===== src/dd_cfg.svh =====
`ifndef DD_CFG_SVH
`define DD_CFG_SVH

// ----------------------------------------
// APB register offsets
// ----------------------------------------
`define DD_OFS_CTRL    8'h00
`define DD_OFS_ADDR    8'h04
`define DD_OFS_COUNT   8'h08
`define DD_OFS_FCMD    8'h0C
`define DD_OFS_CDB_LO  8'h10
`define DD_OFS_CDB_HI  8'h14
`define DD_OFS_STATUS  8'h18
`define DD_OFS_LEN     8'h1C

// ----------------------------------------
// Control and status fields
// ----------------------------------------
`define DD_CTRL_START  0
`define DD_CTRL_DIR    1
`define DD_CTRL_HD     2
`define DD_CTRL_DRIVE  3
`define DD_CTRL_SIDE   4
`define DD_CTRL_TRACK  5
`define DD_ST_BUSY     0
`define DD_ST_DONE     1
`define DD_ST_ECC      2

// ----------------------------------------
// Device register indices and mode word
// ----------------------------------------
`define DD_DEV_DATA    3'h0
`define DD_DEV_MODE    3'h1
`define DD_DEV_BASE_HI 3'h2
`define DD_DEV_BASE_MI 3'h3
`define DD_DEV_BASE_LO 3'h4
`define DD_DEV_STATUS  3'h5
`define DD_MODE_FLAG   1
`define DD_MODE_CMD    3
`define DD_MODE_SCNT   4
`define DD_MODE_HD     7
`define DD_MODE_DIR    8

// ----------------------------------------
// Command block
// ----------------------------------------
`define DD_CDB_LEN     6
`define DD_SECT_BYTES  512
`define DD_SECT_SHIFT  9
`define DD_OP_TEST     8'h00
`define DD_OP_VERIFY   8'h05
`define DD_OP_FORMAT   8'h06
`define DD_OP_READ     8'h08
`define DD_OP_WRITE    8'h0A
`define DD_OP_SEEK     8'h0B
`define DD_OP_CORR     8'h0D
`define DD_OP_MSEL     8'h15
`define DD_OP_MSENSE   8'h1A

// ----------------------------------------
// Timing
// ----------------------------------------
`define DD_CLK_MHZ     100
`define DD_STROBE_NS   60
`define DD_STROBE_CYC  ((`DD_STROBE_NS * `DD_CLK_MHZ + 999) / 1000)
`define DD_SETTLE_CYC  4

`endif


===== src/dd_pkg.sv =====
`default_nettype none

package dd_pkg;

  typedef enum logic [4:0] {
    DD_IDLE, DD_GPO, DD_BLO, DD_BMI, DD_BHI, DD_TOG, DD_DIR, DD_SCNT,
    DD_LCNT, DD_SCMD, DD_FCMD, DD_HB, DD_FLAG, DD_REL, DD_WAIT,
    DD_FINT, DD_HSTAT, DD_STAT, DD_DONE
  } dd_state_t;

endpackage

`default_nettype wire


===== src/dd_cdb.sv =====
`default_nettype none

module dd_cdb #(
  parameter int N = 6
) (
  input wire logic pclk,
  input wire logic presetn,
  input wire logic wr_lo,
  input wire logic wr_hi,
  input wire logic [31:0] wdata,
  input wire logic [2:0] rd_idx,
  output logic [7:0] rd_byte
);

  logic [7:0] mem [N];

  // ----------------------------------------
  // Command block store, four bytes from the low word, the rest from the high word
  // ----------------------------------------
  always_ff @(posedge pclk or negedge presetn) begin
    if (!presetn) begin
      for (int i = 0; i < N; i++) begin
        mem[i] <= 8'h00;
      end
    end else begin
      for (int i = 0; i < N; i++) begin
        if ((i < 4 && wr_lo) || (i >= 4 && wr_hi)) begin
          mem[i] <= wdata[(i % 4) * 8 +: 8];
        end
      end
    end
  end

  always_comb begin
    rd_byte = 8'h00;
    if (int'(rd_idx) < N) begin
      rd_byte = mem[rd_idx];
    end
  end

endmodule

`default_nettype wire


===== src/dd_host.sv =====
// The address map and the APB interface to the registers were chosen for this implementation.
`include "dd_cfg.svh"
`default_nettype none

module dd_host import dd_pkg::*; #(
  parameter int CDB_LEN = `DD_CDB_LEN,
  parameter int STROBE_CYC = `DD_STROBE_CYC,
  parameter int SETTLE_CYC = `DD_SETTLE_CYC
) (
  input wire logic pclk,
  input wire logic presetn,
  input wire logic psel,
  input wire logic penable,
  input wire logic pwrite,
  input wire logic [7:0] paddr,
  input wire logic [31:0] pwdata,
  output logic [31:0] prdata,
  output logic pready,
  output logic pslverr,
  output logic [2:0] dev_addr,
  output logic [15:0] dev_wdata,
  output logic dev_cs_n,
  output logic dev_read,
  input wire logic [7:0] dev_rdata,
  input wire logic dev_active,
  output logic gpo_side_sel,
  output logic gpo_drive0_sel_n,
  output logic gpo_drive1_sel_n
);

  dd_state_t state_reg;
  logic ctl_dir_reg, ctl_hd_reg, ctl_drive_reg, ctl_side_reg, ctl_track_reg;
  logic [23:0] addr_reg;
  logic [7:0] count_reg, fcmd_reg, fint_reg;
  logic [7:0] dma_stat_reg, hd_stat_reg;
  logic done_reg, ecc_reg;
  logic [7:0] cdb_op_reg;
  logic acc_on_reg;
  logic [7:0] acc_cnt_reg;
  logic [2:0] cdb_idx_reg;
  logic [7:0] settle_reg;
  logic [7:0] active_rdata;
  logic active_s;
  logic [7:0] cdb_byte;
  logic apb_setup, apb_wr, start_req, done_clr;
  logic busy;
  logic acc_state;
  logic [2:0] acc_addr;
  logic [15:0] acc_data;
  logic acc_read;
  dd_state_t acc_next;
  logic [15:0] mode_base;
  logic [31:0] rd_val;
  logic rd_ok;

  // ----------------------------------------
  // Pin inputs through two flops
  // ----------------------------------------
  dd_sync #(.W(9)) u_sync (
    .pclk(pclk),
    .presetn(presetn),
    .d({dev_active, dev_rdata}),
    .q({active_s, active_rdata})
  );

  // ----------------------------------------
  // Command block store
  // ----------------------------------------
  dd_cdb #(.N(CDB_LEN)) u_cdb (
    .pclk(pclk),
    .presetn(presetn),
    .wr_lo(apb_wr && paddr == `DD_OFS_CDB_LO),
    .wr_hi(apb_wr && paddr == `DD_OFS_CDB_HI),
    .wdata(pwdata),
    .rd_idx(cdb_idx_reg),
    .rd_byte(cdb_byte)
  );

  // ----------------------------------------
  // APB slave
  // ----------------------------------------
  assign apb_setup = psel && !penable;
  assign apb_wr = psel && penable && pready && pwrite;
  assign busy = state_reg != DD_IDLE;
  assign start_req = apb_wr && paddr == `DD_OFS_CTRL &&
                     pwdata[`DD_CTRL_START] && !busy;
  assign done_clr = (apb_wr && paddr == `DD_OFS_STATUS &&
                     pwdata[`DD_ST_DONE]) || start_req;

  always_comb begin
    rd_val = 32'h0000_0000;
    rd_ok = 1'b1;
    if (paddr == `DD_OFS_CTRL) begin
      rd_val[`DD_CTRL_DIR] = ctl_dir_reg;
      rd_val[`DD_CTRL_HD] = ctl_hd_reg;
      rd_val[`DD_CTRL_DRIVE] = ctl_drive_reg;
      rd_val[`DD_CTRL_SIDE] = ctl_side_reg;
      rd_val[`DD_CTRL_TRACK] = ctl_track_reg;
    end else if (paddr == `DD_OFS_ADDR) begin
      rd_val[23:0] = addr_reg;
    end else if (paddr == `DD_OFS_COUNT) begin
      rd_val[7:0] = count_reg;
    end else if (paddr == `DD_OFS_FCMD) begin
      rd_val[15:0] = {fint_reg, fcmd_reg};
    end else if (paddr == `DD_OFS_CDB_LO || paddr == `DD_OFS_CDB_HI) begin
      rd_val = 32'h0000_0000;
    end else if (paddr == `DD_OFS_STATUS) begin
      // No media change bit: removal is not visible here
      rd_val[`DD_ST_BUSY] = busy;
      rd_val[`DD_ST_DONE] = done_reg;
      rd_val[`DD_ST_ECC] = ecc_reg;
      rd_val[15:8] = dma_stat_reg;
      rd_val[23:16] = hd_stat_reg;
    end else if (paddr == `DD_OFS_LEN) begin
      rd_val = {15'h0000, count_reg, 9'h000};
    end else begin
      rd_ok = 1'b0;
    end
  end

  // No wait state: every answer comes from a flop loaded during setup
  always_ff @(posedge pclk or negedge presetn) begin
    if (!presetn) begin
      pready <= 1'b0;
      pslverr <= 1'b0;
      prdata <= 32'h0000_0000;
    end else begin
      pready <= apb_setup;
      pslverr <= apb_setup && !rd_ok;
      if (apb_setup && !pwrite) begin
        prdata <= rd_val;
      end
    end
  end

  // Configuration other than the command block store is frozen while a job runs
  always_ff @(posedge pclk or negedge presetn) begin
    if (!presetn) begin
      ctl_dir_reg <= 1'b0;
      ctl_hd_reg <= 1'b0;
      ctl_drive_reg <= 1'b0;
      ctl_side_reg <= 1'b0;
      ctl_track_reg <= 1'b0;
      addr_reg <= 24'h00_0000;
      count_reg <= 8'h00;
      fcmd_reg <= 8'h00;
      fint_reg <= 8'h00;
    end else if (apb_wr && !busy) begin
      if (paddr == `DD_OFS_CTRL) begin
        ctl_dir_reg <= pwdata[`DD_CTRL_DIR];
        ctl_hd_reg <= pwdata[`DD_CTRL_HD];
        ctl_drive_reg <= pwdata[`DD_CTRL_DRIVE];
        ctl_side_reg <= pwdata[`DD_CTRL_SIDE];
        ctl_track_reg <= pwdata[`DD_CTRL_TRACK];
      end else if (paddr == `DD_OFS_ADDR) begin
        addr_reg <= pwdata[23:0];
      end else if (paddr == `DD_OFS_COUNT) begin
        count_reg <= pwdata[7:0];
      end else if (paddr == `DD_OFS_FCMD) begin
        fcmd_reg <= pwdata[7:0];
        fint_reg <= pwdata[15:8];
      end
    end
  end

  // ----------------------------------------
  // Device access plan per state
  // ----------------------------------------
  always_comb begin
    mode_base = 16'h0000;
    mode_base[`DD_MODE_DIR] = ctl_dir_reg;
    mode_base[`DD_MODE_HD] = ctl_hd_reg;
    acc_state = 1'b1;
    acc_addr = `DD_DEV_MODE;
    acc_data = mode_base;
    acc_read = 1'b0;
    acc_next = DD_IDLE;
    case (state_reg)
      DD_BLO: begin
        acc_addr = `DD_DEV_BASE_LO;
        acc_data = {8'h00, addr_reg[7:0]};
        acc_next = DD_BMI;
      end
      DD_BMI: begin
        acc_addr = `DD_DEV_BASE_MI;
        acc_data = {8'h00, addr_reg[15:8]};
        acc_next = DD_BHI;
      end
      DD_BHI: begin
        acc_addr = `DD_DEV_BASE_HI;
        acc_data = {8'h00, addr_reg[23:16]};
        acc_next = DD_TOG;
      end
      DD_TOG: begin
        acc_data[`DD_MODE_DIR] = !ctl_dir_reg;
        acc_next = DD_DIR;
      end
      DD_DIR: begin
        acc_next = DD_SCNT;
      end
      DD_SCNT: begin
        acc_data[`DD_MODE_SCNT] = 1'b1;
        acc_next = DD_LCNT;
      end
      DD_LCNT: begin
        acc_addr = `DD_DEV_DATA;
        acc_data = {8'h00, count_reg};
        acc_next = DD_SCMD;
      end
      DD_SCMD: begin
        // Flag stays low so the first block byte selects a controller
        acc_data[`DD_MODE_CMD] = 1'b1;
        acc_next = ctl_hd_reg ? DD_HB : DD_FCMD;
      end
      DD_FCMD: begin
        acc_addr = `DD_DEV_DATA;
        acc_data = {8'h00, fcmd_reg};
        acc_next = DD_WAIT;
      end
      DD_HB: begin
        acc_addr = `DD_DEV_DATA;
        acc_data = {8'h00, cdb_byte};
        if (cdb_idx_reg == 3'(CDB_LEN - 1)) begin
          acc_next = DD_REL;
        end else if (cdb_idx_reg == 3'h0) begin
          acc_next = DD_FLAG;
        end else begin
          acc_next = DD_HB;
        end
      end
      DD_FLAG: begin
        acc_data[`DD_MODE_CMD] = 1'b1;
        acc_data[`DD_MODE_FLAG] = 1'b1;
        acc_next = DD_HB;
      end
      DD_REL: begin
        acc_next = DD_WAIT;
      end
      DD_FINT: begin
        acc_addr = `DD_DEV_DATA;
        acc_data = {8'h00, fint_reg};
        acc_next = DD_STAT;
      end
      DD_HSTAT: begin
        acc_addr = `DD_DEV_DATA;
        acc_read = 1'b1;
        acc_next = DD_STAT;
      end
      DD_STAT: begin
        acc_addr = `DD_DEV_STATUS;
        acc_read = 1'b1;
        acc_next = DD_DONE;
      end
      default: begin
        acc_state = 1'b0;
      end
    endcase
  end

  // ----------------------------------------
  // Sequencer
  // ----------------------------------------
  always_ff @(posedge pclk or negedge presetn) begin
    if (!presetn) begin
      state_reg <= DD_IDLE;
      acc_on_reg <= 1'b0;
      acc_cnt_reg <= 8'h00;
      cdb_idx_reg <= 3'h0;
      settle_reg <= 8'h00;
      dev_addr <= `DD_DEV_DATA;
      dev_wdata <= 16'h0000;
      dev_cs_n <= 1'b1;
      dev_read <= 1'b0;
    end else if (acc_state) begin
      // Strobe held a fixed time; read data settles through the sync
      if (!acc_on_reg) begin
        dev_addr <= acc_addr;
        dev_wdata <= acc_read ? 16'h0000 : acc_data;
        dev_read <= acc_read;
        dev_cs_n <= 1'b0;
        acc_on_reg <= 1'b1;
        acc_cnt_reg <= 8'h00;
      end else if (acc_cnt_reg == 8'(STROBE_CYC + 2)) begin
        dev_cs_n <= 1'b1;
        dev_read <= 1'b0;
        acc_on_reg <= 1'b0;
        state_reg <= acc_next;
        if (state_reg == DD_HB) begin
          cdb_idx_reg <= cdb_idx_reg + 3'h1;
        end
        settle_reg <= 8'h00;
      end else begin
        acc_cnt_reg <= acc_cnt_reg + 8'h01;
      end
    end else begin
      case (state_reg)
        DD_IDLE: begin
          cdb_idx_reg <= 3'h0;
          if (start_req) begin
            state_reg <= pwdata[`DD_CTRL_HD] ? DD_BLO : DD_GPO;
          end
        end
        DD_GPO: begin
          state_reg <= DD_BLO;
        end
        DD_WAIT: begin
          // Hard disk commands need no separate seek first
          if (settle_reg != 8'(SETTLE_CYC)) begin
            settle_reg <= settle_reg + 8'h01;
          end else if (!active_s) begin
            if (ctl_hd_reg) begin
              state_reg <= DD_HSTAT;
            end else if (count_reg > 8'h01 && !ctl_track_reg) begin
              state_reg <= DD_FINT;
            end else begin
              state_reg <= DD_STAT;
            end
          end
        end
        default: begin
          state_reg <= DD_IDLE;
        end
      endcase
    end
  end

  // ----------------------------------------
  // Drive and side select port
  // ----------------------------------------
  always_ff @(posedge pclk or negedge presetn) begin
    if (!presetn) begin
      gpo_side_sel <= 1'b1;
      gpo_drive0_sel_n <= 1'b1;
      gpo_drive1_sel_n <= 1'b1;
    end else if (state_reg == DD_GPO) begin
      gpo_drive0_sel_n <= ctl_drive_reg;
      gpo_drive1_sel_n <= !ctl_drive_reg;
      gpo_side_sel <= ctl_side_reg;
    end
  end

  // ----------------------------------------
  // Result capture and done flag
  // ----------------------------------------
  always_ff @(posedge pclk or negedge presetn) begin
    if (!presetn) begin
      dma_stat_reg <= 8'h00;
      hd_stat_reg <= 8'h00;
      ecc_reg <= 1'b0;
      done_reg <= 1'b0;
    end else begin
      if (state_reg == DD_DONE) begin
        done_reg <= 1'b1;
      end else if (done_clr) begin
        done_reg <= 1'b0;
      end
      if (start_req) begin
        ecc_reg <= 1'b0;
      end
      if (acc_on_reg && acc_cnt_reg == 8'(STROBE_CYC + 2)) begin
        if (state_reg == DD_STAT) begin
          dma_stat_reg <= active_rdata;
        end
        if (state_reg == DD_HSTAT) begin
          hd_stat_reg <= active_rdata;
          ecc_reg <= active_rdata != 8'h00 &&
                     (cdb_op_reg == `DD_OP_VERIFY ||
                      cdb_op_reg == `DD_OP_READ);
        end
      end
    end
  end

  // Opcode kept from byte 0 as it is sent
  always_ff @(posedge pclk or negedge presetn) begin
    if (!presetn) begin
      cdb_op_reg <= `DD_OP_TEST;
    end else if (state_reg == DD_HB && cdb_idx_reg == 3'h0) begin
      cdb_op_reg <= {3'b000, cdb_byte[4:0]};
    end
  end

endmodule

`default_nettype wire


===== src/dd_sync.sv =====
`default_nettype none

module dd_sync #(
  parameter int W = 1
) (
  input wire logic pclk,
  input wire logic presetn,
  input wire logic [W-1:0] d,
  output logic [W-1:0] q
);

  logic [W-1:0] meta_reg;

  // ----------------------------------------
  // Two-stage synchroniser
  // ----------------------------------------
  always_ff @(posedge pclk or negedge presetn) begin
    if (!presetn) begin
      meta_reg <= '0;
      q <= '0;
    end else begin
      meta_reg <= d;
      q <= meta_reg;
    end
  end

endmodule

`default_nettype wire


===== config.mk =====
export PLATFORM = sky130hd
export DESIGN_NAME = dd_host
export DESIGN_NICKNAME = d
export VERILOG_FILES = /design/src/dd_pkg.sv /design/src/dd_cdb.sv /design/src/dd_host.sv /design/src/dd_sync.sv
export VERILOG_INCLUDE_DIRS = /design/src /design/src/src
export SDC_FILE = /design/constraint.sdc
export NUM_CORES = 1
export LEC_CHECK = 0
export ABC_AREA = 1
export BUFFER_PORTS_ARGS = -buffer_cell sky130_fd_sc_hd__buf_2
export CAP_MARGIN = 10
export CORE_MARGIN = 10
export CORE_UTILIZATION = 50
export CTS_BUF_LIST = sky130_fd_sc_hd__clkbuf_8
export CTS_CLUSTER_SIZE = 12
export DETAILED_ROUTE_END_ITERATION = 16
export GPL_TIMING_DRIVEN = 0
export PLACE_DENSITY = 0.7
export SLEW_MARGIN = 25
export SYNTH_ARGS = -nofsm -noshare
export SYNTH_HDL_FRONTEND = slang
export SYNTH_SLANG_ARGS = --single-unit

===== constraint.sdc =====
create_clock -name pclk -period 2.25 [get_ports pclk]
set_clock_uncertainty 0.15 [all_clocks]
set_input_delay 0.45 -clock pclk [delete_from_list [all_inputs] [get_ports pclk]]
set_output_delay 0.45 -clock pclk [all_outputs]
set_load 0.02 [all_outputs]

## Word-level counts from Yosys, hierarchy flattened

Cells that the tools add are included.

- Add/subtract/negate cells: 3
- $lt $le $gt $ge: 3
- Eq/ne operators: 38
- Multiplexer cells: 84
- Bitwise logic cells: 5
- Reduce and logical (&&, ||, !) cells: 56

Operators by type and width:

| operator | count |
|---|---|
| two-way mux 32 bit | 11 |
| two-way mux 8 bit | 13 |
| case mux 5 bit (13 select lines) | 1 |
| two-way mux 5 bit | 11 |
| two-way mux 16 bit | 3 |
| two-way mux 24 bit | 2 |
| equality test 5 x 4 -> 1 bit, second input constant | 9 |
| equality test 8 x 5 -> 1 bit, second input constant | 4 |
| two-way mux 26 bit | 1 |
| equality test 5 x 3 -> 1 bit, second input constant | 5 |
| binary-select mux 8 bit (select 3 bit) | 1 |
| equality test 8 x 4 -> 1 bit, second input constant | 3 |
| case mux 1 bit (8 select lines) | 3 |
| two-way mux 1 bit | 22 |
| two-way mux 3 bit | 7 |
| case mux 3 bit (7 select lines) | 1 |
| logical AND 1 bit | 18 |
| two-way mux 17 bit | 1 |
| adder 8 x 1 -> 8 bit, second input constant | 2 |
| equality test 5 bit, second input constant | 3 |
| case mux 3 bit (5 select lines) | 1 |
| case mux 5 bit (3 select lines) | 1 |
| OR reduction 15 bit | 1 |
| case mux 1 bit (7 select lines) | 2 |
| 32 further kinds | 63 |

- Register bits: 225
- Input port bits: 54
- Output and inout port bits: 58
- Word-level logic and storage cells: 226

## Longest topological paths before layout

Gate-level depths: netlist of the first run.

- Depth in word-level cells: 18
- Mapped depth: 13
- Depth with buffers taken out: 13

## Cells and area by module

Synthesis of the first run repeated with hierarchy kept, for this count alone.

- Cells, all modules: 1321
- Area total of the unflattened synthesis: 10368.7 um^2

By module, submodules not included:

| module | times used | cells an instance | area an instance (um^2) | sequential area each (um^2) |
|---|---|---|---|---|
| dd_host | 1 | 994 | 7576.0 | 3608.5 |
| dd_cdb | 1 | 309 | 2342.2 | 1201.2 |
| dd_sync | 1 | 18 | 450.4 | 450.4 |

## Worst setup path before layout of the first run

OpenSTA, ideal clock, no wires.

- Path type: reg-to-reg
- From: register cdb_idx_reg[0]
- To: register state_reg[2]
- Library setup time: 0.067 ns
- Arrival: 1.829 ns
- Required time: 2.033 ns
- Setup slack: 0.204 ns
- Cell stages (with the launch flop): 11
- Buffers on the path: 2
- Period minus slack after synthesis: 2.046 ns
- Cell sequence: dfrtp_1 buf_2 inv_1 clkbuf_1 ha_1 nand2_1 and2_1 or2_2 nand4_1 nand4_1 nand2_1

- Word-level cells in the longest chain between the ends: 7
- Elaborated cells on any way between the ends: 8
- Classes of those cells: eq/ne (1); mux (6); reduce/logical (1)

Ends and longest elaborated chain:

| element | line | text |
|---|---|---|
| start, declared | dd_host.sv:40 | `logic [2:0] cdb_idx_reg;` |
| start signal, assigned | dd_host.sv:289 | `cdb_idx_reg <= cdb_idx_reg + 3'h1;` |
| zero test 3 bit | dd_host.sv:225 | `end else if (cdb_idx_reg == 3'h0) begin` |
| two-way mux 3 bit | dd_host.sv:225 |  |
| two-way mux 5 bit * | dd_host.sv:223 | `if (cdb_idx_reg == 3'(CDB_LEN - 1)) begin` |
| case mux 5 bit (13 select lines) * | dd_host.sv:178 | `case (state_reg)` |
| two-way mux 5 bit * | dd_host.sv:283 | `end else if (acc_cnt_reg == 8'(STROBE_CYC + 2)) begin` |
| two-way mux 5 bit * | dd_host.sv:276 | `if (!acc_on_reg) begin` |
| two-way mux 5 bit * | dd_host.sv:274 | `end else if (acc_state) begin` |
| end signal, assigned | dd_host.sv:287 | `state_reg <= acc_next;` |
| end signal, assigned | dd_host.sv:300 | `` state_reg <= pwdata[`DD_CTRL_HD] ? DD_BLO : DD_GPO; `` |
| end, declared | dd_host.sv:31 | `dd_state_t state_reg;` |

Every way passes the cells marked *; elsewhere a longest branch is shown, timed or not. The select of a mux whose other input is x is not followed.
A chain may end at the register's enable or synchronous reset.

## Final worst setup path of the first run

- From: register state_reg[4]
- To: register dev_wdata[7]

- Word-level cells in the longest chain between the ends: 4
- Elaborated cells on any way between the ends: 22
- Classes of those cells: eq/ne (15); mux (4); reduce/logical (3)

Ends and longest elaborated chain:

| element | line | text |
|---|---|---|
| equality test 5 x 4 -> 1 bit (tied with other cells) | dd_host.sv:178 |  |
| OR reduction 15 bit (no source line) or OR reduction 2 bit (tied branches) | n/a |  |
| two-way mux 1 bit | dd_host.sv:178 |  |
| AND reduction 2 bit (no source line) or two-way mux 9 bit (tied branches) | n/a |  |
| end signal, assigned | dd_host.sv:278 | `dev_wdata <= acc_read ? 16'h0000 : acc_data;` |
| end, declared | dd_host.sv:21 | `output logic [15:0] dev_wdata,` |

Parallel ways exist; a longest one is shown, timed or not.

==> impl_metrics.prom, run 1 <==
# TYPE chip_impl_metric gauge
chip_impl_metric{name="clock_path_buffers",unit=""} 3
chip_impl_metric{name="post-route-worst-setup-slack",unit="ns"} 0.0261
chip_impl_metric{name="worst_skew_pair.late_latency",unit="ns"} 0.55
chip_impl_info{name="critPathCaptureType",value="flop"} 1
chip_impl_metric{name="worst_slew_margin_rel",unit=""} 0.573
chip_impl_metric{name="initial_core_util",unit=""} 0.505
chip_impl_metric{name="worst-path-max-fanout",unit=""} 9
chip_impl_metric{name="yosysWarnings",unit=""} 0
chip_impl_metric{name="detailedPlace.worstSlack",unit="ns"} -0.231
chip_impl_metric{name="fp.coreArea",unit="um^2"} 20100
chip_impl_metric{name="met2_layer_usage_reported_by_global_route",unit=""} 0.362
chip_impl_metric{name="critPathArrivalTime",unit="ns"} 2.50
chip_impl_metric{name="timing_hold_violations_final",unit=""} 0
chip_impl_metric{name="setup_viol",unit=""} 0
chip_impl_metric{name="chipWidth",unit="um"} 162
chip_impl_metric{name="floorplan.rows",unit=""} 52
chip_impl_metric{name="drc",unit=""} 0
chip_impl_metric{name="cap_viol_max_count",unit=""} 0
chip_impl_info{name="final_common_cell",value="nand2_1"} 1
chip_impl_metric{name="switching_share",unit=""} 0.346
chip_impl_metric{name="growth_of_design_area_from_synthesis_to_finish",unit="%"} 19.1
chip_impl_metric{name="synth_async_sr_flop_share",unit=""} 1.00
chip_impl_metric{name="worst_pin_slew",unit="ns"} 0.638
chip_impl_metric{name="average_instance_area_after_synthesis",unit="um^2"} 8.21
chip_impl_metric{name="time_the_final_worst_path_needs_with_i_o_delays_and_setup",unit="ns"} 2.22
chip_impl_metric{name="vias_per_cell",unit=""} 5.35
chip_impl_metric{name="ant_nets",unit=""} 0
chip_impl_metric{name="total_power",unit="mW"} 10.2
chip_impl_metric{name="design.die.area",unit="um^2"} 26400
chip_impl_metric{name="finalSetupTns",unit="ns"} 0
chip_impl_metric{name="synth.ff_latch_count",unit=""} 210
chip_impl_info{name="worstSetupStartpointType",value="flop"} 1
chip_impl_metric{name="h-tree-depth",unit=""} 2
chip_impl_info{name="rsz0062_at_grt",value="yes"} 1
chip_impl_metric{name="inserted_clock_buffers",unit=""} 38
chip_impl_metric{name="dpl.hpwl",unit="um"} 22000
chip_impl_metric{name="grt_use_met3",unit=""} 0.0475
chip_impl_metric{name="largest_register_ff_count",unit=""} 48
chip_impl_metric{name="layout.filler_cells",unit=""} 1827
chip_impl_info{name="ctsRootBufferMaster",value="clkbuf_8"} 1
chip_impl_metric{name="achievable_frequency",unit="MHz"} 450
chip_impl_metric{name="netlist_instances",unit=""} 1236
chip_impl_metric{name="final_net_count",unit=""} 1468
chip_impl_metric{name="cts_num_sinks",unit=""} 210
chip_impl_info{name="grt-busiest-layer",value="met2"} 1
chip_impl_metric{name="synth_edf_count",unit=""} 0
chip_impl_metric{name="numPortBuffers",unit=""} 96
chip_impl_metric{name="met1_usage",unit=""} 0.301
chip_impl_metric{name="antenna_violations_before_repair",unit=""} 0
chip_impl_metric{name="power.share.combinational",unit=""} 0.253
chip_impl_metric{name="synth_cell_types",unit=""} 48
chip_impl_metric{name="cp_data_required_time",unit="ns"} 2.52
chip_impl_metric{name="leakage",unit="nW"} 6.14
chip_impl_metric{name="sequential_share_of_power",unit=""} 0.407
chip_impl_metric{name="min_period_over_period",unit=""} 0.988
chip_impl_metric{name="grt_util_all_layers",unit=""} 0.225
chip_impl_info{name="status",value="finished clean"} 1
chip_impl_metric{name="vias",unit=""} 9122
chip_impl_metric{name="switching_power",unit="mW"} 3.54
chip_impl_metric{name="gp_congestion",unit=""} 0.971
chip_impl_metric{name="io_pins",unit=""} 112
chip_impl_metric{name="grt_start_max_net_pins",unit=""} 87
chip_impl_metric{name="wirelength",unit="um"} 29800
chip_impl_metric{name="detail_route.iter0.violations",unit=""} 813
chip_impl_metric{name="gr-total-overflow",unit=""} 0
chip_impl_metric{name="yosysSeqAreaShare",unit=""} 0.518
chip_impl_info{name="final_cell_mix",value="nand2_1 (358), dfrtp_1 (205), o21ai_0 (151), inv_1 (123), buf_2 (102)"} 1
chip_impl_info{name="cts_tree",value="done"} 1
chip_impl_metric{name="drt_first_pass_iters",unit=""} 6
chip_impl_metric{name="synth.cell_area",unit="um^2"} 10200
chip_impl_metric{name="share_clk_of_total_power",unit=""} 0.340
chip_impl_metric{name="antenna_cells",unit=""} 0
chip_impl_metric{name="fraction_of_layout_instances_using_a_drive_strength_above_1",unit=""} 0.179
chip_impl_metric{name="grt_pass1_wl",unit="um"} 47700
chip_impl_metric{name="power.internal",unit="mW"} 6.68
chip_impl_metric{name="power-per-cell-area",unit="nW/um^2"} 845
chip_impl_info{name="holdCritPathClass",value="input pin to flop"} 1
chip_impl_metric{name="worst_ir_drop_vdd",unit="mV"} 0.643
chip_impl_metric{name="number_of_global_route_vias_before_repair",unit=""} 8923
chip_impl_info{name="yosys_most_used_dff",value="dfrtp_1"} 1
chip_impl_metric{name="timing.final.max_slew_violations",unit=""} 0
chip_impl_metric{name="path_clk_slew",unit="ns"} 0.06
chip_impl_metric{name="timing.hold.ws",unit="ns"} 0.0218
chip_impl_info{name="crit_type",value="flop to flop"} 1
chip_impl_metric{name="routed_wire_length_per_instance",unit="um"} 17.5
chip_impl_metric{name="die_y",unit="um"} 162
-- worst max-delay path, cell delays in order (launching register included) --
cell,delay [ns]
dfrtp_1,0.35
buf_4,0.18
inv_4,0.11
nand3_1,0.23
nor2_2,0.43
nor2_1,0.16
nand3_1,0.16
nand3_1,0.16
nand2_1,0.11
nand2_1,0.05
-- per-stage QoR --
step / instance area [um^2] / utilization / instances
floorplan: 10200 / - / 1250
global placement: 11000 / 0.548 / 1616
detailed placement: 11100 / 0.551 / 1618
CTS: 12000 / 0.599 / 1707
global route: 12100 / 0.601 / 1705
finish: 12100 / 0.601 / 1705
-- Yosys cell counts, types with 6 or more instances --
library cell    n  area share
a21oi_1        21       0.010
buf_2           8      0.0039
buf_4          18       0.013
clkbuf_1       24      0.0089
dfrtp_1       206        0.51
ha_1            7      0.0086
inv_1         105       0.039
inv_2           8      0.0030
mux2_2          8      0.0089
nand2_1       359        0.13
nand2_2         8      0.0049
nand3_1        55       0.027
nand3_2         6      0.0059
nand4_1        15      0.0092
nor2_1         92       0.034
nor2_2         13      0.0080
nor3_1          9      0.0044
o211ai_1        8      0.0059
o21ai_0       152       0.075
o21ai_1        39       0.019
o22ai_1        14      0.0086
xor2_1          7      0.0060
-- layer usage --
metal,up-vias,part of all wire
met5,-,0
met4,0,0.024
met3,58,0.078
met2,374,0.47
met1,4354,0.42
li1,4336,-
-- area by class of cell --
type / count / area (um^2) / share of cell area
clock inverter: 25 / 136 / 0.0113
multi-input combinational: 865 / 4210 / 0.348
buffer: 54 / 334 / 0.0276
tap: 270 / 338 / 0.0280
clock buffer: 43 / 592 / 0.0490
sequential: 210 / 5260 / 0.435
timing repair buffer: 119 / 756 / 0.0625
inverter: 119 / 459 / 0.0380
-- worst paths after layout --
check                                    from        endpoint  slack [ns]  depth (start not counted)
min                                pwdata[16]    addr_reg[16]        0.02                          3
max                              state_reg[4]    dev_wdata[7]        0.03                          9
min in group asynchronous             presetn  acc_cnt_reg[5]        0.28                          2
min reg2reg                u_sync.meta_reg[6]     u_sync.q[6]        0.19                          0
max reg2reg                      state_reg[4]    dev_wdata[7]        0.03                          9
max in group asynchronous             presetn  hd_stat_reg[5]        0.56                          4
-- kinds of logic after synthesis --
logic type	Yosys count	synth area share
compound gates	253	0.135
xor+xnor	7	0.00604
fa+ha+maj	7	0.00863
buf+inv	175	0.0769
flops	210	0.518
mux	8	0.00888
other cells	1	0.000369
simple gates	575	0.246
-- what timing repair did --
action | CTS | global route
hold buffers | 21 | 0
setup endpoints to repair | 8 | 62
gates resized for setup | 5 | 19
buffers inserted | 0 | 0
hold endpoints to repair | 72 | 0
-- power groups by stage --
stage / Sequential [mW] / Clock, mW / Combinational (mW)
2_1_floorplan: 4.32 / 0 / 1.69
3_3_place_gp: 4.21 / 0 / 2.47
3_5_place_dp: 4.22 / 0 / 2.50
4_1_cts: 4.16 / 3.54 / 2.54
5_1_grt: 4.18 / 3.73 / 2.87
6_report: 4.16 / 3.47 / 2.59
No activity file was read; power rests on OpenSTA's default activity.
==> inputs of run 2 (changes only) <==
- PLACE_DENSITY: 0.7 -> 0.72
- SLEW_MARGIN: 25 -> 15
- clock period: 2.25 -> 1.9 ns (I/O delays scaled with it)
==> run 2 against run 1 <==
The flow now finishes with violations (negative setup slack). Sequential power increased by 19%. Clock-buffer cell count increased by 6. Global-route usage increased by 0.85 points. Combinational power increased by 79%. Critical endpoint is now addr_reg[15].
==> impl_metrics.prom, run 2 (synthesis gave the netlist of run 1 again) <==
# TYPE chip_impl_metric gauge
chip_impl_info{name="status",value="finished, violations left"} 1
chip_impl_info{name="failed_checks",value="negative setup slack"} 1
chip_impl_metric{name="post-route-util",unit=""} 0.676
chip_impl_metric{name="cp.buffers_inverters",unit=""} 4
chip_impl_metric{name="power.share.combinational",unit=""} 0.332
chip_impl_metric{name="leakage",unit="nW"} 6.77
chip_impl_metric{name="worst-path-max-fanout",unit=""} 8
chip_impl_metric{name="h-tree-depth",unit=""} 2
chip_impl_metric{name="floorplan.rows",unit=""} 52
chip_impl_metric{name="die_y",unit="um"} 162
chip_impl_info{name="timing.hold.worst.start",value="pwdata[15]"} 1
chip_impl_metric{name="final_net_count",unit=""} 1548
chip_impl_info{name="critPathLaunch",value="state_reg[0]"} 1
chip_impl_metric{name="switching_share",unit=""} 0.353
chip_impl_metric{name="worst_slew_margin_rel",unit=""} 0.335
chip_impl_metric{name="worst_ir_drop_vdd",unit="mV"} 0.613
chip_impl_metric{name="time_the_final_worst_path_needs_with_i_o_delays_and_setup",unit="ns"} 2.02
chip_impl_metric{name="largest_register_ff_count",unit=""} 48
chip_impl_info{name="rsz0062_at_grt",value="yes"} 1
chip_impl_info{name="kind_of_cell_with_the_highest_combined_delay_on_the_critical_path",value="simple AND/OR/NAND/NOR gates"} 1
chip_impl_metric{name="numPortBuffers",unit=""} 96
chip_impl_metric{name="drt_first_pass_iters",unit=""} 6
chip_impl_info{name="cts_tree",value="done"} 1
chip_impl_metric{name="cts_num_sinks",unit=""} 210
chip_impl_metric{name="wirelength",unit="um"} 32500
chip_impl_metric{name="vias_per_cell",unit=""} 5.51
chip_impl_metric{name="post-route-worst-setup-slack",unit="ns"} -0.122
chip_impl_metric{name="whs_path_depth",unit=""} 3
chip_impl_metric{name="number_of_global_route_vias_before_repair",unit=""} 9197
chip_impl_metric{name="power-per-cell-area",unit="nW/um^2"} 1030
chip_impl_metric{name="cp_data_required_time",unit="ns"} 2.17
chip_impl_metric{name="achievable_frequency",unit="MHz"} 495
chip_impl_info{name="worstSetupStartpointType",value="flop"} 1
chip_impl_metric{name="antenna_cells",unit=""} 0
chip_impl_metric{name="share_clk_of_total_power",unit=""} 0.314
chip_impl_info{name="timing.rr.start",value="state_reg[0]"} 1
chip_impl_metric{name="worst_pin_slew",unit="ns"} 0.994
chip_impl_metric{name="detail_route.iter0.violations",unit=""} 852
chip_impl_metric{name="gp_congestion",unit=""} 0.982
chip_impl_metric{name="grt_start_max_net_pins",unit=""} 109
chip_impl_metric{name="timing.hold.ws",unit="ns"} 0.0174
chip_impl_metric{name="design.die.area",unit="um^2"} 26400
chip_impl_metric{name="min_period_over_period",unit=""} 1.06
chip_impl_metric{name="clock_path_buffers",unit=""} 3
chip_impl_metric{name="post_dp_cell_area",unit="um^2"} 11100
chip_impl_metric{name="critPathArrivalTime",unit="ns"} 2.29
chip_impl_metric{name="dpl.hpwl",unit="um"} 21500
chip_impl_metric{name="setup_viol",unit=""} 87
chip_impl_metric{name="path_clk_slew",unit="ns"} 0.06
chip_impl_info{name="final_common_cell",value="nand2_1"} 1
chip_impl_metric{name="chipWidth",unit="um"} 162
chip_impl_info{name="critical_path_cell_by_cell",value="buf_6 -> nor2_4 -> nand2_4 -> nor2_4 -> inv_4 -> nor2_8 -> nand2_4 -> buf_12 -> clkbuf_16 -> nand2_2 -> o21ai_1"} 1
chip_impl_metric{name="fp.coreArea",unit="um^2"} 20100
chip_impl_info{name="final_cell_mix",value="nand2_1 (286), dfrtp_1 (203), o21ai_0 (122), inv_1 (110), buf_2 (98)"} 1
chip_impl_metric{name="routed_wire_length_per_instance",unit="um"} 18.2
chip_impl_metric{name="grt_util_all_layers",unit=""} 0.234
chip_impl_metric{name="fin_area",unit="um^2"} 13600
chip_impl_metric{name="setup.reg_to_reg.worst_slack",unit="ns"} -0.12
chip_impl_metric{name="finalSetupTns",unit="ns"} -5.50
chip_impl_metric{name="io_pins",unit=""} 112
chip_impl_metric{name="switching_power",unit="mW"} 4.92
chip_impl_info{name="holdCritPathClass",value="input pin to flop"} 1
chip_impl_info{name="crit_slowest_cell",value="dfrtp_1"} 1
chip_impl_info{name="crit_type",value="flop to flop"} 1
chip_impl_metric{name="initial_core_util",unit=""} 0.505
chip_impl_metric{name="fraction_of_layout_instances_using_a_drive_strength_above_1",unit=""} 0.301
chip_impl_metric{name="power.internal",unit="mW"} 9.03
chip_impl_metric{name="worstRegToRegCells",unit=""} 11
chip_impl_metric{name="sequential_share_of_power",unit=""} 0.355
chip_impl_metric{name="gr-total-overflow",unit=""} 0
chip_impl_info{name="regToRegEndpoint",value="addr_reg[15]"} 1
chip_impl_metric{name="timing_hold_violations_final",unit=""} 0
chip_impl_info{name="critPathCaptureType",value="flop"} 1
chip_impl_metric{name="growth_of_design_area_from_synthesis_to_finish",unit="%"} 33.9
chip_impl_metric{name="worst_path_largest_cell_delay",unit="ns"} 0.38
chip_impl_metric{name="drc",unit=""} 0
chip_impl_metric{name="total_power",unit="mW"} 14.0
chip_impl_metric{name="ant_nets",unit=""} 0
chip_impl_metric{name="inserted_clock_buffers",unit=""} 37
chip_impl_metric{name="grt_pass1_wl",unit="um"} 49500
chip_impl_metric{name="vias",unit=""} 9845
chip_impl_info{name="hold-path-endpoint",value="fint_reg[7]"} 1
chip_impl_metric{name="antenna_violations_before_repair",unit=""} 0
chip_impl_metric{name="cap_viol_max_count",unit=""} 0
chip_impl_metric{name="worst_skew_pair.late_latency",unit="ns"} 0.55
chip_impl_info{name="ctsRootBufferMaster",value="clkbuf_8"} 1
chip_impl_metric{name="timing.final.max_slew_violations",unit=""} 0
==> run 2: cell count changes in the layout (fill, tap and decap cells not counted), moves of 10 or more <==
cell and change:
buf_4 +48, buf_6 +16, nand2_4 +18, nand2_1 -72, clkbuf_1 -10, inv_1 -13, nand2_2 +50, o21ai_2 +17
o21ai_1 +12, o21ai_0 -29
==> run 2: stage by stage <==
stage                     worst slack [ns]  std cells
after floorplan                    0.00903       1250
after global placement               -3.25       1616
after detailed placement            -0.397       1618
after CTS                          -0.0347       1765
after global routing                -0.222       1786
final                               -0.122       1786
==> run 2: cell type report <==
type,instances,area (um^2)
Timing Repair Buffer,197,1500
Tap cell,270,338
Inverter,119,475
Clock buffer,49,674
Sequential cell,210,5260
Buffer,55,448
Multi-Input combinational cell,867,4770
Fill cell,1583,6520
Clock inverter,19,115
==> run 2: worst reg2reg max path, stage by stage, from the launching register on <==
cell	delay, ns
dfrtp_1	0.38
buf_6	0.16
nor2_4	0.18
nand2_4	0.09
nor2_4	0.12
inv_4	0.06
nor2_8	0.21
nand2_4	0.11
buf_12	0.18
clkbuf_16	0.16
nand2_2	0.05
o21ai_1	0.06
==> run 2: layer usage <==
layer / vias up / global-route usage / routed length [um]
li1: 4527 / - / -
met1: 4693 / 0.308 / 13000
met2: 509 / 0.375 / 15500
met3: 116 / 0.0480 / 2750
met4: 0 / 0.0819 / 1210
met5: - / 0 / 0
==> run 2: what timing repair did <==
item | CTS | global route
endpoints found under the hold margin | 130 | 0
hold buffers | 27 | 0
setup endpoints to repair | 144 | 136
gates cloned | 3 | 5
setup buffers | 50 | 16
resized for setup | 109 | 161
pin swaps | 20 | 23
==> run 2: power groups by stage <==
| stage | Sequential (mW) | Combinational, mW | Clock, mW |
|---|---|---|---|
| global route | 4.98 | 4.96 | 4.64 |
| floorplan | 5.11 | 2.00 | 0 |
| finish | 4.95 | 4.63 | 4.38 |
| detailed placement | 4.99 | 2.96 | 0 |
| global placement | 4.99 | 2.90 | 0 |
| CTS | 4.93 | 4.12 | 4.43 |
==> run 2: how the worst max path moves through the flow <==
| stage | to | slack, ns | cells past startpoint |
|---|---|---|---|
| floorplan | state_reg[2] | 0.009 | 10 |
| global placement | prdata[17] | -3.25 | 1 |
| detailed placement | hd_stat_reg[7] | -0.40 | 10 |
| CTS | dev_wdata[3] | -0.03 | 12 |
| global route | dev_read | -0.22 | 12 |
| finish | addr_reg[15] | -0.12 | 11 |
==> inputs of run 3 (changes only) <==
- ABC_AREA: 1 -> unset
- PLACE_DENSITY: 0.72 -> 0.73
==> run 3 against run 2 <==
The flow still finishes with violations (negative setup slack). Clock power grew 8.7%. Via count shrank 14%. Register-to-register slack lost 0.41 ns. Worst setup slack lost 0.41 ns. Area after synthesis shrank 1.6%. Non-clock buffer count grew 16. Critical path depth shrank 1. Highest routed layer unchanged.
==> impl_metrics.prom, run 3 <==
# TYPE chip_impl_metric gauge
chip_impl_info{name="status",value="finished, violations left"} 1
chip_impl_info{name="failed_checks",value="negative setup slack"} 1
chip_impl_metric{name="path_clk_slew",unit="ns"} 0.06
chip_impl_metric{name="antenna_violations_before_repair",unit=""} 0
chip_impl_metric{name="numPortBuffers",unit=""} 95
chip_impl_metric{name="grt_start_max_net_pins",unit=""} 84
chip_impl_metric{name="critPathArrivalTime",unit="ns"} 2.73
chip_impl_metric{name="worst_skew_pair.late_latency",unit="ns"} 0.56
chip_impl_info{name="kind_of_cell_with_the_highest_combined_delay_on_the_critical_path",value="simple AND/OR/NAND/NOR gates"} 1
chip_impl_metric{name="ff_latch_area",unit="um^2"} 5260
chip_impl_metric{name="clock_path_buffers",unit=""} 3
chip_impl_metric{name="timing.final.max_slew_violations",unit=""} 0
chip_impl_metric{name="synth.cell_area",unit="um^2"} 9990
chip_impl_metric{name="fraction_of_layout_instances_using_a_drive_strength_above_1",unit=""} 0.482
chip_impl_info{name="hold-path-endpoint",value="addr_reg[12]"} 1
chip_impl_metric{name="whs_path_depth",unit=""} 2
chip_impl_metric{name="power.internal",unit="mW"} 7.52
chip_impl_metric{name="switching_power",unit="mW"} 2.32
chip_impl_metric{name="worst_ir_drop_vdd",unit="mV"} 0.610
chip_impl_metric{name="netlist_instances",unit=""} 840
chip_impl_metric{name="layout.filler_cells",unit=""} 1207
chip_impl_metric{name="multi_input_comb_area",unit="um^2"} 5300
chip_impl_metric{name="final_net_count",unit=""} 1164
chip_impl_metric{name="dpl.hpwl",unit="um"} 20400
chip_impl_info{name="ctsRootBufferMaster",value="clkbuf_8"} 1
chip_impl_info{name="final_common_cell",value="dfrtp_1"} 1
chip_impl_metric{name="synth_top_cell_area_share",unit=""} 0.516
chip_impl_metric{name="design.die.area",unit="um^2"} 26000
chip_impl_metric{name="synth_simple_gate_area_share",unit=""} 0.120
chip_impl_metric{name="number_of_global_route_vias_before_repair",unit=""} 8340
chip_impl_metric{name="timing_hold_violations_final",unit=""} 0
chip_impl_metric{name="synthMuxAreaShare",unit=""} 0.184
chip_impl_metric{name="yosysSeqAreaShare",unit=""} 0.527
chip_impl_metric{name="grt_pass1_wl",unit="um"} 48300
chip_impl_info{name="timing.hold.worst.start",value="pwdata[12]"} 1
chip_impl_metric{name="time_the_final_worst_path_needs_with_i_o_delays_and_setup",unit="ns"} 2.43
chip_impl_info{name="synth_area_leaders",value="dfrtp_1 (52%), mux2_2 (14%), mux4_2 (2.9%)"} 1
chip_impl_metric{name="cap_viol_max_count",unit=""} 0
chip_impl_metric{name="worstRegToRegCells",unit=""} 10
chip_impl_metric{name="floorplan.rows",unit=""} 51
chip_impl_metric{name="setup_viol",unit=""} 115
chip_impl_metric{name="m1WireLength",unit="um"} 12600
chip_impl_metric{name="initial_core_util",unit=""} 0.510
chip_impl_metric{name="synth_adder_area_share",unit=""} 0.00877
chip_impl_metric{name="routed_wire_length_per_instance",unit="um"} 23.9
chip_impl_metric{name="io_pins",unit=""} 112
chip_impl_metric{name="gr-total-overflow",unit=""} 0
chip_impl_metric{name="detailroute.wirelength.met2",unit="um"} 15800
chip_impl_metric{name="power-per-cell-area",unit="nW/um^2"} 700
chip_impl_metric{name="worst-path-max-fanout",unit=""} 5
chip_impl_metric{name="gp_congestion",unit=""} 0.958
chip_impl_info{name="cts_tree",value="done"} 1
chip_impl_metric{name="growth_of_design_area_from_synthesis_to_finish",unit="%"} 40.6
chip_impl_info{name="synth_top_family_by_area",value="multiplexers"} 1
chip_impl_metric{name="leakage",unit="nW"} 6.69
chip_impl_info{name="holdCritPathClass",value="input pin to flop"} 1
chip_impl_metric{name="vias",unit=""} 8504
chip_impl_metric{name="inserted_clock_buffers",unit=""} 37
chip_impl_metric{name="power.share.combinational",unit=""} 0.053
chip_impl_metric{name="achievable_frequency",unit="MHz"} 411
chip_impl_metric{name="switching_share",unit=""} 0.236
chip_impl_metric{name="h-tree-depth",unit=""} 2
chip_impl_metric{name="share_clk_of_total_power",unit=""} 0.484
chip_impl_metric{name="worst_path_largest_cell_delay",unit="ns"} 0.46
chip_impl_metric{name="average_instance_area_after_synthesis",unit="um^2"} 11.9
chip_impl_info{name="critPathCaptureType",value="flop"} 1
chip_impl_info{name="final_cell_mix",value="dfrtp_1 (203), buf_2 (97), mux2_2 (66), mux2_4 (61), buf_4 (58)"} 1
chip_impl_metric{name="cp.buffers_inverters",unit=""} 4
chip_impl_info{name="regToRegEndpoint",value="state_reg[3]"} 1
chip_impl_metric{name="ant_nets",unit=""} 0
chip_impl_metric{name="chipWidth",unit="um"} 161
chip_impl_metric{name="worst_pin_slew",unit="ns"} 0.705
chip_impl_metric{name="drc",unit=""} 0
chip_impl_metric{name="fp.coreArea",unit="um^2"} 19600
chip_impl_metric{name="synth.ff_latch_count",unit=""} 210
chip_impl_metric{name="synth_async_sr_flop_share",unit=""} 1.00
chip_impl_metric{name="cts_num_sinks",unit=""} 210
chip_impl_metric{name="wirelength",unit="um"} 33300
chip_impl_metric{name="routed-wl-met3",unit="um"} 3150
chip_impl_info{name="synth_top_area_cell",value="dfrtp_1"} 1
chip_impl_info{name="critPathLaunch",value="acc_cnt_reg[0]"} 1
chip_impl_info{name="synthTopCellsByCount",value="dfrtp_1 (206), mux2_2 (125), nand2_1 (65), nor2_1 (50), o21ai_0 (40)"} 1
chip_impl_metric{name="detail_route.iter0.violations",unit=""} 873
chip_impl_metric{name="vias_per_cell",unit=""} 6.10
chip_impl_metric{name="setup.reg_to_reg.worst_slack",unit="ns"} -0.53
chip_impl_info{name="worstSetupStartpointType",value="flop"} 1
chip_impl_metric{name="grt_util_all_layers",unit=""} 0.234
chip_impl_metric{name="largest_register_ff_count",unit=""} 48
chip_impl_metric{name="die_y",unit="um"} 161
chip_impl_metric{name="min_period_over_period",unit=""} 1.28
chip_impl_metric{name="synth_edf_count",unit=""} 0
chip_impl_metric{name="antenna_cells",unit=""} 0
chip_impl_info{name="timing.rr.start",value="acc_cnt_reg[0]"} 1
chip_impl_metric{name="total_power",unit="mW"} 9.84
chip_impl_info{name="rsz0062_at_grt",value="yes"} 1
chip_impl_metric{name="sequential_share_of_power",unit=""} 0.463
chip_impl_info{name="crit_slowest_cell",value="or4b_4"} 1
chip_impl_metric{name="post_synth_xor_area_fraction",unit=""} 0.0114
chip_impl_metric{name="post-route-worst-setup-slack",unit="ns"} -0.532
chip_impl_info{name="critical_path_cell_by_cell",value="inv_2 -> ha_4 -> or4b_4 -> nor4_4 -> buf_4 -> nor2_4 -> a211oi_4 -> buf_6 -> buf_6 -> mux2i_2"} 1
chip_impl_metric{name="worst_slew_margin_rel",unit=""} 0.528
chip_impl_metric{name="cp_data_required_time",unit="ns"} 2.20
chip_impl_info{name="route.top_layer_used",value="met4"} 1
chip_impl_metric{name="synth_compound_gate_area_share",unit=""} 0.116
chip_impl_metric{name="finalSetupTns",unit="ns"} -40.01
chip_impl_info{name="yosys_most_used_dff",value="dfrtp_1"} 1
chip_impl_metric{name="yosysWarnings",unit=""} 0
chip_impl_metric{name="synth_cell_types",unit=""} 75
chip_impl_metric{name="drt_first_pass_iters",unit=""} 8
chip_impl_info{name="cp_common_cell",value="buf_6"} 1
chip_impl_info{name="yosysMostFrequentCell",value="dfrtp_1"} 1
chip_impl_info{name="crit_type",value="flop to flop"} 1
[run 3: worst max-delay path by stage]
stage | cells after the start | slack [ns] | end
5_1_grt | 9 | -0.62 | state_reg[2]
3_5_place_dp | 6 | -1.06 | hd_stat_reg[1]
3_3_place_gp | 1 | -3.23 | prdata[4]
6_report | 10 | -0.53 | state_reg[3]
2_1_floorplan | 5 | -0.47 | count_reg[0]
4_1_cts | 8 | -0.54 | state_reg[3]
[run 3: power groups by stage]
| stage | sequential [mW] | combinational [mW] | clock (mW) |
|---|---|---|---|
| 6_report | 4.56 | 0.520 | 4.76 |
| 5_1_grt | 4.56 | 0.562 | 5.01 |
| 4_1_cts | 4.56 | 0.501 | 4.78 |
| 3_5_place_dp | 4.64 | 0.446 | 0 |
| 3_3_place_gp | 4.63 | 0.426 | 0 |
| 2_1_floorplan | 4.67 | 0.146 | 0 |
[run 3: cell type report]
type,count,area share
buffer,53,0.0355
clock buffer,47,0.0460
clock inverter,19,0.0146
inverter,13,0.00347
multi-input combinational,573,0.377
sequential,210,0.375
tap,265,0.0236
timing repair buffer,215,0.125
[run 3: worst reg2reg max path, delay by kind of cell (launching register included)]
kind	cells	cell delay, ns
compound gates	1	0.20
fa+ha+maj	1	0.12
buf+inv	4	0.55
flops	1	0.40
mux	1	0.23
simple gates	3	0.70
[run 3: timing repair]
| item | in CTS | in global routing |
|---|---|---|
| gates resized for setup | 149 | 130 |
| hold buffers | 31 | 0 |
| pin swaps | 30 | 48 |
| endpoints found under the setup margin | 170 | 145 |
| gates cloned | 4 | 1 |
| buffers inserted | 46 | 41 |
| hold endpoints to repair | 99 | 0 |
[run 3: per-layer routing]
| metal | GRT usage | up-vias |
|---|---|---|
| met3 | 0.0549 | 144 |
| met4 | 0.0951 | 0 |
| met1 | 0.295 | 4187 |
| met5 | 0 | - |
| li1 | - | 3619 |
| met2 | 0.379 | 554 |
[run 3: kinds of logic after synthesis]
logic type,Yosys count
multiplexers,151
XOR/XNOR,13
other,1
flip-flops,210
adder cells (fa/ha/maj),7
AO/OA/AOI/OAI,164
AND/OR/NAND/NOR,223
buffers and inverters,71
[run 3: through the flow]
| stage | area, um^2 | utilization | hold slack [ns] | worst slack (ns) | std cells |
|---|---|---|---|---|---|
| 2_1_floorplan | 10300 | - | -0.0656 | -0.474 | 854 |
| 3_3_place_gp | 11100 | 0.565 | 0.181 | -3.23 | 1214 |
| 3_5_place_dp | 11100 | 0.568 | 0.172 | -1.06 | 1216 |
| 4_1_cts | 13300 | 0.679 | 0.00203 | -0.537 | 1360 |
| 5_1_grt | 14000 | 0.717 | 0.00347 | -0.615 | 1395 |
| 6_report | 14000 | 0.717 | 0.0143 | -0.532 | 1395 |
